## src/rtl/crs_defs.svh

```systemverilog
// constants for the core register set
`ifndef CRS_DEFS_SVH
`define CRS_DEFS_SVH
`define CRS_PC_W 16
`define CRS_DW 8
`define CRS_RESET_VEC_LO 16'hFFFE
`define CRS_RESET_VEC_HI 16'hFFFF
`define CRS_STACK_PAGE 8'h01
`define CRS_STACK_BOT 16'h0100
`define CRS_STACK_TOP 16'h015F
`define CRS_PROG_BYTES 8192
`define CRS_DATA_BYTES 1024
`define CRS_DISP_NIBBLES 27
`define CRS_PSW_C 0
`define CRS_PSW_Z 1
`define CRS_PSW_I 2
`define CRS_PSW_H 3
`define CRS_PSW_B 4
`define CRS_PSW_G 5
`define CRS_PSW_V 6
`define CRS_PSW_N 7
`define CRS_PSW_RST 8'h00
`endif

```

## src/rtl/crs_pkg.sv

```systemverilog
// types for the core register set
package crs_pkg;
	typedef enum logic [3:0] {
		CRS_OP_NONE = 4'h0,
		CRS_OP_LD = 4'h1,
		CRS_OP_INC = 4'h2,
		CRS_OP_DEC = 4'h3,
		CRS_OP_CMP = 4'h4,
		CRS_OP_PUSH = 4'h5,
		CRS_OP_POP = 4'h6,
		CRS_OP_LDW = 4'h7,
		CRS_OP_JMP = 4'h8,
		CRS_OP_STEP = 4'h9
	} crs_op_t;
	typedef enum logic [2:0] {
		CRS_R_A = 3'h0,
		CRS_R_X = 3'h1,
		CRS_R_Y = 3'h2,
		CRS_R_SP = 3'h3,
		CRS_R_PSW = 3'h4
	} crs_sel_t;
	typedef enum logic [1:0] {
		CRS_SP_PROG = 2'h0,
		CRS_SP_DATA = 2'h1,
		CRS_SP_DISP = 2'h2
	} crs_space_t;
	typedef enum logic [1:0] {
		CRS_ST_RESET = 2'h0,
		CRS_ST_VLO = 2'h1,
		CRS_ST_VHI = 2'h2,
		CRS_ST_RUN = 2'h3
	} crs_state_t;
	typedef struct packed {
		crs_op_t op;
		crs_sel_t sel;
		logic [7:0] data;
		logic [15:0] wide;
	} crs_cmd_t;
	typedef struct packed {
		crs_space_t space;
		logic wr;
		logic [15:0] addr;
		logic [7:0] wdata;
	} crs_mem_req_t;
	typedef struct packed {
		crs_state_t st;
		logic [15:0] pc;
		logic [7:0] a;
		logic [7:0] x;
		logic [7:0] y;
		logic [7:0] sp;
		logic [7:0] processor_status_word;
		logic [7:0] vlo;
	} crs_state_s_t;
endpackage : crs_pkg

```

## src/rtl/crs_mem_gate.sv

```systemverilog
// address space gate: checks program, data and display accesses and accepts or rejects each
`timescale 1ns/1ps
`include "crs_defs.svh"
module crs_mem_gate
	import crs_pkg::*;
(
	input wire crs_mem_req_t req_in,
	input wire logic req_valid_in,
	output logic accept_out,
	output logic reject_out
);
	logic in_range;
	always_comb begin
		unique case (req_in.space)
			// only the top of the program space is fitted, so lower addresses are refused
			CRS_SP_PROG: in_range = !req_in.wr &&
				(req_in.addr >= 16'(32'h0001_0000 - `CRS_PROG_BYTES));
			CRS_SP_DATA: in_range = req_in.addr < 16'(`CRS_DATA_BYTES);
			CRS_SP_DISP: in_range = req_in.addr < 16'(`CRS_DISP_NIBBLES) &&
				req_in.wdata[7:4] == 4'h0;
			default: in_range = 1'b0;
		endcase
	end
	assign accept_out = req_valid_in && in_range;
	assign reject_out = req_valid_in && !in_range;
endmodule : crs_mem_gate

```

## src/rtl/crs_core_regs.sv

```systemverilog
// architectural register set of the 8-bit core
`timescale 1ns/1ps
`include "crs_defs.svh"
module crs_core_regs
	import crs_pkg::*;
(
	input wire logic core_clk_in,
	input wire logic rst_n_in,
	input wire crs_cmd_t cmd_in,
	input wire logic cmd_valid_in,
	input wire logic call_in,
	input wire logic ret_in,
	input wire logic irq_accept_in,
	input wire logic [7:0] vec_data_in,
	input wire logic vec_valid_in,
	input wire logic [7:0] flags_in,
	input wire logic [7:0] flags_we_in,
	input wire logic index_sel_in,
	input wire logic [15:0] operand_addr_in,
	input wire crs_mem_req_t mem_req_in,
	input wire logic mem_req_valid_in,
	output logic [15:0] vec_addr_out,
	output logic vec_rd_out,
	output logic running_out,
	output logic [15:0] program_counter_out,
	output logic [7:0] acc_out,
	output logic [7:0] index_x_out,
	output logic [7:0] index_y_out,
	output logic [7:0] stack_pointer_out,
	output logic [15:0] stack_addr_out,
	output logic [7:0] processor_status_word_out,
	output logic [15:0] paired_wide_accumulator_out,
	output logic [15:0] eff_addr_out,
	output logic cmp_eq_out,
	output logic cmp_lt_out,
	output logic mem_accept_out,
	output logic mem_reject_out
);
	crs_state_s_t s_r;
	crs_state_s_t s_nxt;
	logic [7:0] sp_q;
	logic sp_load;
	logic [7:0] sp_d;
	logic [7:0] sel_val;

	function automatic logic [15:0] stack_addr(input logic [7:0] p);
		stack_addr = {`CRS_STACK_PAGE, p};
	endfunction : stack_addr

	function automatic logic [7:0] reg_of(input crs_state_s_t s, input crs_sel_t sel);
		unique case (sel)
			CRS_R_A: reg_of = s.a;
			CRS_R_X: reg_of = s.x;
			CRS_R_Y: reg_of = s.y;
			CRS_R_SP: reg_of = s.sp;
			default: reg_of = s.processor_status_word;
		endcase
	endfunction : reg_of

	always_comb begin
		sel_val = reg_of(s_r, cmd_in.sel);
		// the live stack pointer sits outside the state copy, which lags it by a cycle
		if (cmd_in.sel == CRS_R_SP) begin
			sel_val = sp_q;
		end
	end

	always_comb begin
		s_nxt = s_r;
		s_nxt.sp = sp_q;
		sp_load = 1'b0;
		sp_d = sp_q;
		unique case (s_r.st)
			CRS_ST_RESET: s_nxt.st = CRS_ST_VLO;
			CRS_ST_VLO: begin
				if (vec_valid_in) begin
					s_nxt.vlo = vec_data_in;
					s_nxt.st = CRS_ST_VHI;
				end
			end
			CRS_ST_VHI: begin
				if (vec_valid_in) begin
					s_nxt.pc = {vec_data_in, s_r.vlo};
					s_nxt.st = CRS_ST_RUN;
				end
			end
			CRS_ST_RUN: begin
				if (irq_accept_in || call_in) begin
					sp_load = 1'b1;
					sp_d = sp_q - 8'h02;
					if (irq_accept_in) begin
						s_nxt.processor_status_word[`CRS_PSW_I] = 1'b0;
					end
				end else if (ret_in) begin
					sp_load = 1'b1;
					sp_d = sp_q + 8'h02;
				end
				for (int i = 0; i < 8; i++) begin
					if (flags_we_in[i]) begin
						s_nxt.processor_status_word[i] = flags_in[i];
					end
				end
				if (cmd_valid_in) begin
					unique case (cmd_in.op)
						CRS_OP_LD: begin
							unique case (cmd_in.sel)
								CRS_R_A: s_nxt.a = cmd_in.data;
								CRS_R_X: s_nxt.x = cmd_in.data;
								CRS_R_Y: s_nxt.y = cmd_in.data;
								CRS_R_SP: begin
									sp_load = 1'b1;
									sp_d = cmd_in.data;
								end
								default: s_nxt.processor_status_word = cmd_in.data;
							endcase
						end
						CRS_OP_INC, CRS_OP_DEC: begin
							unique case (cmd_in.sel)
								CRS_R_X: s_nxt.x = (cmd_in.op == CRS_OP_INC) ? s_r.x + 8'h01 :
									s_r.x - 8'h01;
								CRS_R_Y: s_nxt.y = (cmd_in.op == CRS_OP_INC) ? s_r.y + 8'h01 :
									s_r.y - 8'h01;
								default: s_nxt.a = (cmd_in.op == CRS_OP_INC) ? s_r.a + 8'h01 :
									s_r.a - 8'h01;
							endcase
						end
						CRS_OP_CMP: begin
							s_nxt.processor_status_word[`CRS_PSW_Z] = (sel_val == cmd_in.data);
							s_nxt.processor_status_word[`CRS_PSW_C] = (sel_val >= cmd_in.data);
						end
						CRS_OP_LDW: begin
							s_nxt.y = cmd_in.wide[15:8];
							s_nxt.a = cmd_in.wide[7:0];
						end
						CRS_OP_JMP: s_nxt.pc = cmd_in.wide;
						CRS_OP_STEP: s_nxt.pc = s_r.pc + 16'h0001;
						default: s_nxt.pc = s_r.pc;
					endcase
				end
			end
			default: s_nxt.st = CRS_ST_RESET;
		endcase
	end

	// stack pointer kept out of reset so software must load it
	always_ff @(posedge core_clk_in) begin
		if (sp_load) begin
			sp_q <= sp_d;
		end
	end

	always_ff @(posedge core_clk_in or negedge rst_n_in) begin
		if (!rst_n_in) begin
			s_r.st <= CRS_ST_RESET;
			s_r.pc <= `CRS_RESET_VEC_LO;
			s_r.a <= 8'h00;
			s_r.x <= 8'h00;
			s_r.y <= 8'h00;
			s_r.sp <= 8'h00;
			s_r.processor_status_word <= `CRS_PSW_RST;
			s_r.vlo <= 8'h00;
		end else begin
			s_r <= s_nxt;
		end
	end

	crs_mem_gate u_gate (
		.req_in(mem_req_in),
		.req_valid_in(mem_req_valid_in),
		.accept_out(mem_accept_out),
		.reject_out(mem_reject_out)
	);

	assign vec_addr_out = (s_r.st == CRS_ST_VHI) ? `CRS_RESET_VEC_HI : `CRS_RESET_VEC_LO;
	assign vec_rd_out = (s_r.st == CRS_ST_VLO) || (s_r.st == CRS_ST_VHI);
	assign running_out = (s_r.st == CRS_ST_RUN);
	assign program_counter_out = s_r.pc;
	assign acc_out = s_r.a;
	assign index_x_out = s_r.x;
	assign index_y_out = s_r.y;
	assign stack_pointer_out = sp_q;
	assign stack_addr_out = stack_addr(sp_q);
	assign processor_status_word_out = s_r.processor_status_word;
	assign paired_wide_accumulator_out = {s_r.y, s_r.a};
	assign eff_addr_out = operand_addr_in + {8'h00, index_sel_in ? s_r.y : s_r.x};
	assign cmp_eq_out = (sel_val == cmd_in.data);
	assign cmp_lt_out = (sel_val < cmd_in.data);
endmodule : crs_core_regs

```

## config.mk

```make
export PLATFORM = sky130hd
export DESIGN_NAME = crs_core_regs
export DESIGN_NICKNAME = d
export VERILOG_FILES = /design/src/rtl/crs_pkg.sv /design/src/rtl/crs_mem_gate.sv /design/src/rtl/crs_core_regs.sv
export VERILOG_INCLUDE_DIRS = /design/src /design/src/rtl
export SDC_FILE = /design/constraint.sdc
export NUM_CORES = 1
export LEC_CHECK = 0
export CAP_MARGIN = 20
export CORE_MARGIN = 3
export CORE_UTILIZATION = 65
export CTS_CLUSTER_DIAMETER = 60
export DETAILED_ROUTE_END_ITERATION = 16
export DONT_BUFFER_PORTS = 1
export PLACE_DENSITY = 0.89
export SYNTH_ARGS = -nofsm -noshare
export SYNTH_HDL_FRONTEND = slang
export SYNTH_HIERARCHICAL = 1
export SYNTH_SLANG_ARGS = --single-unit
```

## constraint.sdc

```tcl
create_clock -name core_clk_in -period 5.1 [get_ports core_clk_in]
set_input_delay 0.51 -clock core_clk_in [delete_from_list [all_inputs] [get_ports core_clk_in]]
set_output_delay 0.51 -clock core_clk_in [all_outputs]
set_load 0.02 [all_outputs]
```

==> results.py, run 1 <==
metrics = {
    "setup_path": {
        "endpoint_kind": "output pin",
        "crit_type": "reg -> out",
        "cp.arrival_ns": 3.57,
        "cp-start-kind": "register",
        "required_ns": 4.59,
        "reg2reg_slack_ns": 2.25,
        "path_max_fanout": 7,
    },
    "floorplan": {
        "die_y_um": 107.8,
        "initial_core_util_pct": 67.98,
        "die_area_um2": 11620,
        "die_w_um": 107.8,
        "io_pins": 233,
        "core_um2": 9910,
        "rows": 36,
    },
    "final_layout": {
        "final_nets": 904,
        "syn_to_final_growth_pct": -6.148,
        "diodes": 0,
        "drive_above_1_share_pct": 7.926,
        "nFillCells": 858,
        "fin_util_pct": 63.80,
    },
    "yosys": {
        "synth_top_area_share_pct": 15.97,
        "yosysSeqAreaShare_pct": 25.39,
        "synth_cell_type_count": 71,
        "ys_warn_count": 6,
        "synth_ff_type": "dfrtp_1",
        "async_flop_share_pct": 87.88,
        "synth_edf_count": 8,
        "synthCells": 854,
        "mappedNetlistArea_um2": 6736,
        "ys_seq_elements": 66,
        "synth_area_leaders": "dfrtp_1 (16%), buf_4 (11%), ha_1 (7.6%)",
        "syn_area_per_cell_um2": 7.888,
        "yosysTopAreaCell": "dfrtp_1",
    },
    "detailed_routing": {
        "drtIter0Drc": 657,
        "wl_per_cell_um": 21.29,
        "drc": 0,
        "postRouteAntennaNets": 0,
        "wl_mm": 18.95,
        "drt_pass1_iterations": 5,
        "routed-via-count": 5911,
        "viasPerCell": 6.642,
    },
    "global_routing": {
        "grt_overflow": 0,
        "grt.busiest_layer": "met2",
        "track_usage_pct": 32.26,
        "grt_use_met1_pct": 40.39,
        "antenna_found_initial": 0,
        "grt_max_degree": 59,
        "grt_pass1_wl_mm": 29.51,
        "grt_pass1_vias": 5726,
        "globalRouteMet2Util_pct": 52.93,
        "grt_util_met3_pct": 10.32,
    },
    "sta": {
        "rsz0062_at_grt": "no",
        "finalSetupViolCount": 0,
        "setup_tns_ns": 0,
        "period_share_pct": 80.04,
        "finalHoldViolCount": 0,
        "fin_crit_ns": 4.082,
        "fmax_ghz": 0.2450,
        "clock_skew_ns": 0.01205,
        "worst_pin_slew_ns": 0.9324,
        "maxSlewViolCount": 0,
        "relSlewSlack_pct": 37.84,
    },
    "power": {
        "power_leakage_nw": 2.673,
        "pwr_density_cell_nw_per_um2": 610.0,
        "peakVddDrop_mv": 0.4089,
    },
    "placed_design": {
        "port_buffers": 0,
        "place.gp.congestion": 0.9049,
        "hpwl_mm": 14.36,
    },
    "clock_tree": {
        "clk_latency_ns": 0.36,
        "cts_buffers": 9,
        "clock-sinks": 66,
        "cts_tree": "done",
        "htree_levels": 3,
        "cts-root-buf": "clkbuf_8",
        "clkTransAtPathRegs_ns": 0.08,
        "cts_buffer_depth": 2,
        "cts_resized": 0,
    },
    "run": {
        "drv_cap": 0,
    },
    "worst_hold_path": {
        "hp-class": "in -> async",
    },
    "outcome": {
        "outcome": "finished, final reports clean",
    },
}
[state kept, by name (all words and copies together) (netlist names)]
register,count
program_counter_out,16
s_r,10
acc_out,8
index_x_out,8
index_y_out,8
processor_status_word_out,8
stack_pointer_out,8
[worst max-delay path, cell delays in order (launching register included)]
cell and delay, ns:
dfrtp_1 0.72, mux2_2 0.27, ha_1 0.17, inv_1 0.05, fa_1 0.39, nor2b_1 0.12
o21ai_0 0.11, a21boi_0 0.44, o211ai_1 0.26, a21oi_1 0.26, xor2_1 0.41
[path summary, 6_finish.rpt]
| path | start | endpoint | cells after the start |
|---|---|---|---|
| min in group core_clk_in | vec_data_in[3] | s_r[3] | 1 |
| hold reg to reg | s_r[3] | s_r[3] | 1 |
| setup reg to reg | s_r[65] | index_x_out[7] | 6 |
| max in group asynchronous | rst_n_in | program_counter_out[5] | 1 |
| hold / removal | rst_n_in | s_r[7] | 1 |
| setup / recovery | index_y_out[0] | eff_addr_out[10] | 10 |
[what timing repair did]
| item | CTS | global route |
|---|---|---|
| buffers inserted | 0 | 0 |
| hold buffers | 1 | 0 |
| hold endpoints to repair | 58 | 0 |
[cell usage in the layout, fill, tap and decap left out, types with 16 or more instances in the layout]
cell type and instances:
nor2_1 91, a21oi_1 72, nand2_1 71, o21ai_0 67, dfrtp_1 43, ha_1 41
inv_1 30, nor2b_1 26, conb_1 23, xor2_1 20, nand3_1 18, mux2_2 17
xnor2_1 17, a221oi_1 16
[cell type report]
cell class                 instances  area [um2]  share of cell area (%)
clock inverter                     4       47.55                  0.7520
inverter                          32       120.1                   1.900
sequential                        66        1710                   27.05
multi-input combinational        639        4073                   64.42
clock buffer                      12       155.1                   2.454
timing repair buffer               4       50.05                  0.7916
tap                              133       166.4                   2.632
[logic make-up after synthesis]
kind of cell             count (synthesis)  synth area share (%)
AND/OR/NAND/NOR                        278                 19.82
adder cells (fa/ha/maj)                 46                 8.952
other                                    2                0.1115
buffers and inverters                  170                 15.40
XOR/XNOR                                37                 4.811
AO/OA/AOI/OAI                          233                 21.94
flip-flops                              66                 25.39
multiplexers                            22                 3.585
[per-stage QoR]
stage               hold WS [ns]  std cells  total power [W]  instance area (um2)  setup WS, ns
floorplan                 0.2144        875         0.003312                 6815         1.666
global placement          0.2163        873         0.003240                 6092         1.631
detailed placement        0.2161        873         0.003344                 6092         1.477
CTS                      0.02769        890         0.003827                 6322         1.084
global route             0.02890        890         0.004145                 6322        0.8205
finish                   0.01242        890         0.003857                 6322         1.018
[report_power, final]
| part | leakage (nW) | internal (W) | switching [W] |
|---|---|---|---|
| combinational | 1.80 | 0.000738 | 0.00103 |
| sequential | 0.761 | 0.000840 | 0.000781 |
| clock | 0.107 | 0.000253 | 0.000217 |
[synthesized netlist by cell type (5+ instances only)]
cell / instances
a21o_1: 8
a21oi_1: 72
a221oi_1: 16
a22o_1: 8
a22oi_1: 5
a31oi_1: 5
and2_1: 5
and3_1: 10
buf_2: 10
buf_4: 103
clkbuf_1: 24
dfrtp_1: 43
dfstp_2: 15
edfxtp_1: 8
ha_1: 41
inv_1: 30
mux2_2: 17
mux2i_1: 5
nand2_1: 71
nand3_1: 18
nand4_1: 11
nor2_1: 91
nor2b_1: 26
nor3_1: 15
nor4_1: 5
o21ai_0: 67
o22ai_1: 7
o31ai_1: 8
or3_1: 5
xnor2_1: 17
xor2_1: 20
[layer usage]
layer / vias to the layer above / part of all wire (%)
met5: - / 0
met3: 47 / 11
li1: 2723 / -
met1: 2804 / 38
met4: 0 / 2.5
met2: 337 / 48
(Power assumes the default switching activity.)
==> run 2: changes to the inputs <==
==> constraint.sdc (replaced) <==
create_clock -name core_clk_in -period 3.9 [get_ports core_clk_in]
set_input_delay 0.39 -clock core_clk_in [delete_from_list [all_inputs] [get_ports core_clk_in]]
set_output_delay 0.39 -clock core_clk_in [all_outputs]
set_load 0.02 [all_outputs]
==> run 2 against run 1 <==
  * Clock power is 24% higher
  * Core utilization is 0.66 points higher
  * Worst setup slack worse by 0.75 ns
  * Via count increased by 1.4%
  * Final cell count up 1.0%
  * Register-to-register slack got worse by 1.1 ns
  * Design area rose by 1.0%
  * Sequential cell count did not move
==> results.py, run 2 (synthesis results as in run 1) <==
metrics = {
    "sta": {
        "rsz0062_at_grt": "no",
        "fin_crit_ns": 3.629,
        "worst_pin_slew_ns": 0.8636,
        "period_share_pct": 93.04,
        "relSlewSlack_pct": 42.22,
        "finalHoldViolCount": 0,
        "setup_tns_ns": 0,
        "whs_ns": 0.1558,
        "clock_skew_ns": 0.004916,
        "finalSetupViolCount": 0,
        "fmax_ghz": 0.2756,
        "maxSlewViolCount": 0,
    },
    "clock_tree": {
        "htree_levels": 3,
        "cts_buffer_depth": 2,
        "clock-sinks": 66,
        "clkTransAtPathRegs_ns": 0.08,
        "cts_tree": "done",
        "cts_resized": 0,
        "clk_latency_ns": 0.37,
        "hold_buffers": 2,
        "cts-root-buf": "clkbuf_8",
        "cts_setup_buffers": 0,
        "cts_buffers": 9,
    },
    "detailed_routing": {
        "wl_per_cell_um": 20.99,
        "postRouteAntennaNets": 0,
        "drtIter0Drc": 520,
        "wl_mm": 18.87,
        "drc": 0,
        "drt_pass1_iterations": 8,
        "routed-via-count": 5991,
        "viasPerCell": 6.664,
    },
    "placed_design": {
        "port_buffers": 0,
        "hpwl_mm": 14.51,
        "place.gp.congestion": 0.9673,
        "place_inst": 881,
    },
    "final_layout": {
        "final_nets": 913,
        "drive_above_1_share_pct": 9.008,
        "syn_to_final_growth_pct": -5.182,
        "nFillCells": 837,
        "multiInputGateArea_um2": 4073,
        "diodes": 0,
        "largest_register_ffs": 16,
        "final_cells": 899,
        "regArea_um2": 1710,
        "layout_common_cells": "nor2_1 (91), a21oi_1 (72), nand2_1 (71)",
        "final_common_cell": "nor2_1",
    },
    "setup_path": {
        "path_max_fanout": 6,
        "critPathBufInv": 0,
        "required_ns": 3.51,
        "reg2reg_slack_ns": 1.14,
        "cp-start-kind": "register",
        "crit_type": "reg -> out",
        "cp.arrival_ns": 3.24,
        "cpMaxStageDelayCell": "dfrtp_1",
        "crit_family": "compound AO/OA/AOI/OAI gates",
        "path_cells": "mux2i_1 > fa_1 > nor2b_1 > o21ai_0 > a21boi_0 > o211ai_1 > a21oi_1 > xor2_1",
        "slowest_delay_ns": 0.60,
        "endpoint_kind": "output pin",
    },
    "floorplan": {
        "rows": 36,
        "core_um2": 9910,
        "initial_core_util_pct": 67.98,
        "die_area_um2": 11620,
        "io_pins": 233,
        "die_y_um": 107.8,
        "die_w_um": 107.8,
    },
    "outcome": {
        "outcome": "finished, final reports clean",
    },
    "power": {
        "pwr_density_cell_nw_per_um2": 792.0,
        "power_leakage_nw": 2.705,
        "peakVddDrop_mv": 0.4341,
    },
    "global_routing": {
        "grt_pass1_vias": 5933,
        "track_usage_pct": 32.33,
        "antenna_found_initial": 0,
        "grt_overflow": 0,
        "grt_pass1_wl_mm": 29.75,
        "grt_max_degree": 59,
    },
    "run": {
        "drv_cap": 0,
    },
    "worst_hold_path": {
        "hp-class": "in -> reg",
    },
}
-- run 2: cell count changes in the layout (fill, tap and decap cells not counted) --
| cell | change |
|---|---|
| bufinv_16 | -1 |
| clkbuf_16 | +1 |
| inv_4 | -1 |
| clkinv_4 | +1 |
| dlygate4sd3_1 | +1 |
| clkbuf_8 | -1 |
| buf_4 | +8 |
| clkbuf_1 | -1 |
| clkinvlp_4 | +2 |
-- run 2: power by group --
part	internal (W)	switching [W]	leakage, nW
Sequential	0.00110	0.000936	0.761
Clock	0.000287	0.000296	0.0970
Combinational	0.000994	0.00145	1.85
Total	0.00238	0.00268	2.70
-- run 2: layout make-up --
type	count	area share [%]
Clock buffer	11	2.547
Clock inverter	5	0.5485
Inverter	32	1.881
Multi-Input combinational cell	639	63.76
Sequential cell	66	26.78
Tap cell	133	2.605
Timing Repair Buffer	13	1.881
-- run 2: worst reg2reg max path: stages, from the launching register on --
cell and delay, ns:
dfrtp_1 0.70, nor2_1 0.11, o31ai_1 0.27, a21oi_1 0.06
o21ai_0 0.18, ha_1 0.27, a21o_1 0.18, a21o_1 0.17
a21oi_1 0.16, o21a_1 0.32, a21boi_0 0.18
-- run 2: worst paths after layout --
check                                    start                           end  depth (start not counted)
worst min register to register          s_r[6]                        s_r[6]                          1
worst min-delay path            vec_data_in[6]       program_counter_out[14]                          2
min in group asynchronous             rst_n_in                        s_r[6]                          2
max in group asynchronous             rst_n_in        program_counter_out[7]                          2
worst max register to register  index_y_out[5]  processor_status_word_out[0]                         10
worst max-delay path            index_x_out[1]              eff_addr_out[10]                          8
-- run 2: stage by stage --
step | worst slack [ns] | utilization [%] | cell area [um2] | power (W)
CTS | 0.3227 | 64.46 | 6387 | 0.005026
floorplan | 0.5861 | - | 6815 | 0.004331
detailed placement | 0.6488 | 62.08 | 6152 | 0.004414
global placement | 0.7159 | 62.08 | 6152 | 0.004272
finish | 0.2714 | 64.46 | 6387 | 0.005059
global route | 0.06076 | 64.46 | 6387 | 0.005425
-- run 2: routing by layer --
layer	GRT usage, %	vias to the layer above	share of wire, %
met5	0	-	0
met4	13.98	0	3.5
met3	11.04	55	12
met2	54.00	372	48
met1	37.58	2819	37
li1	-	2745	-
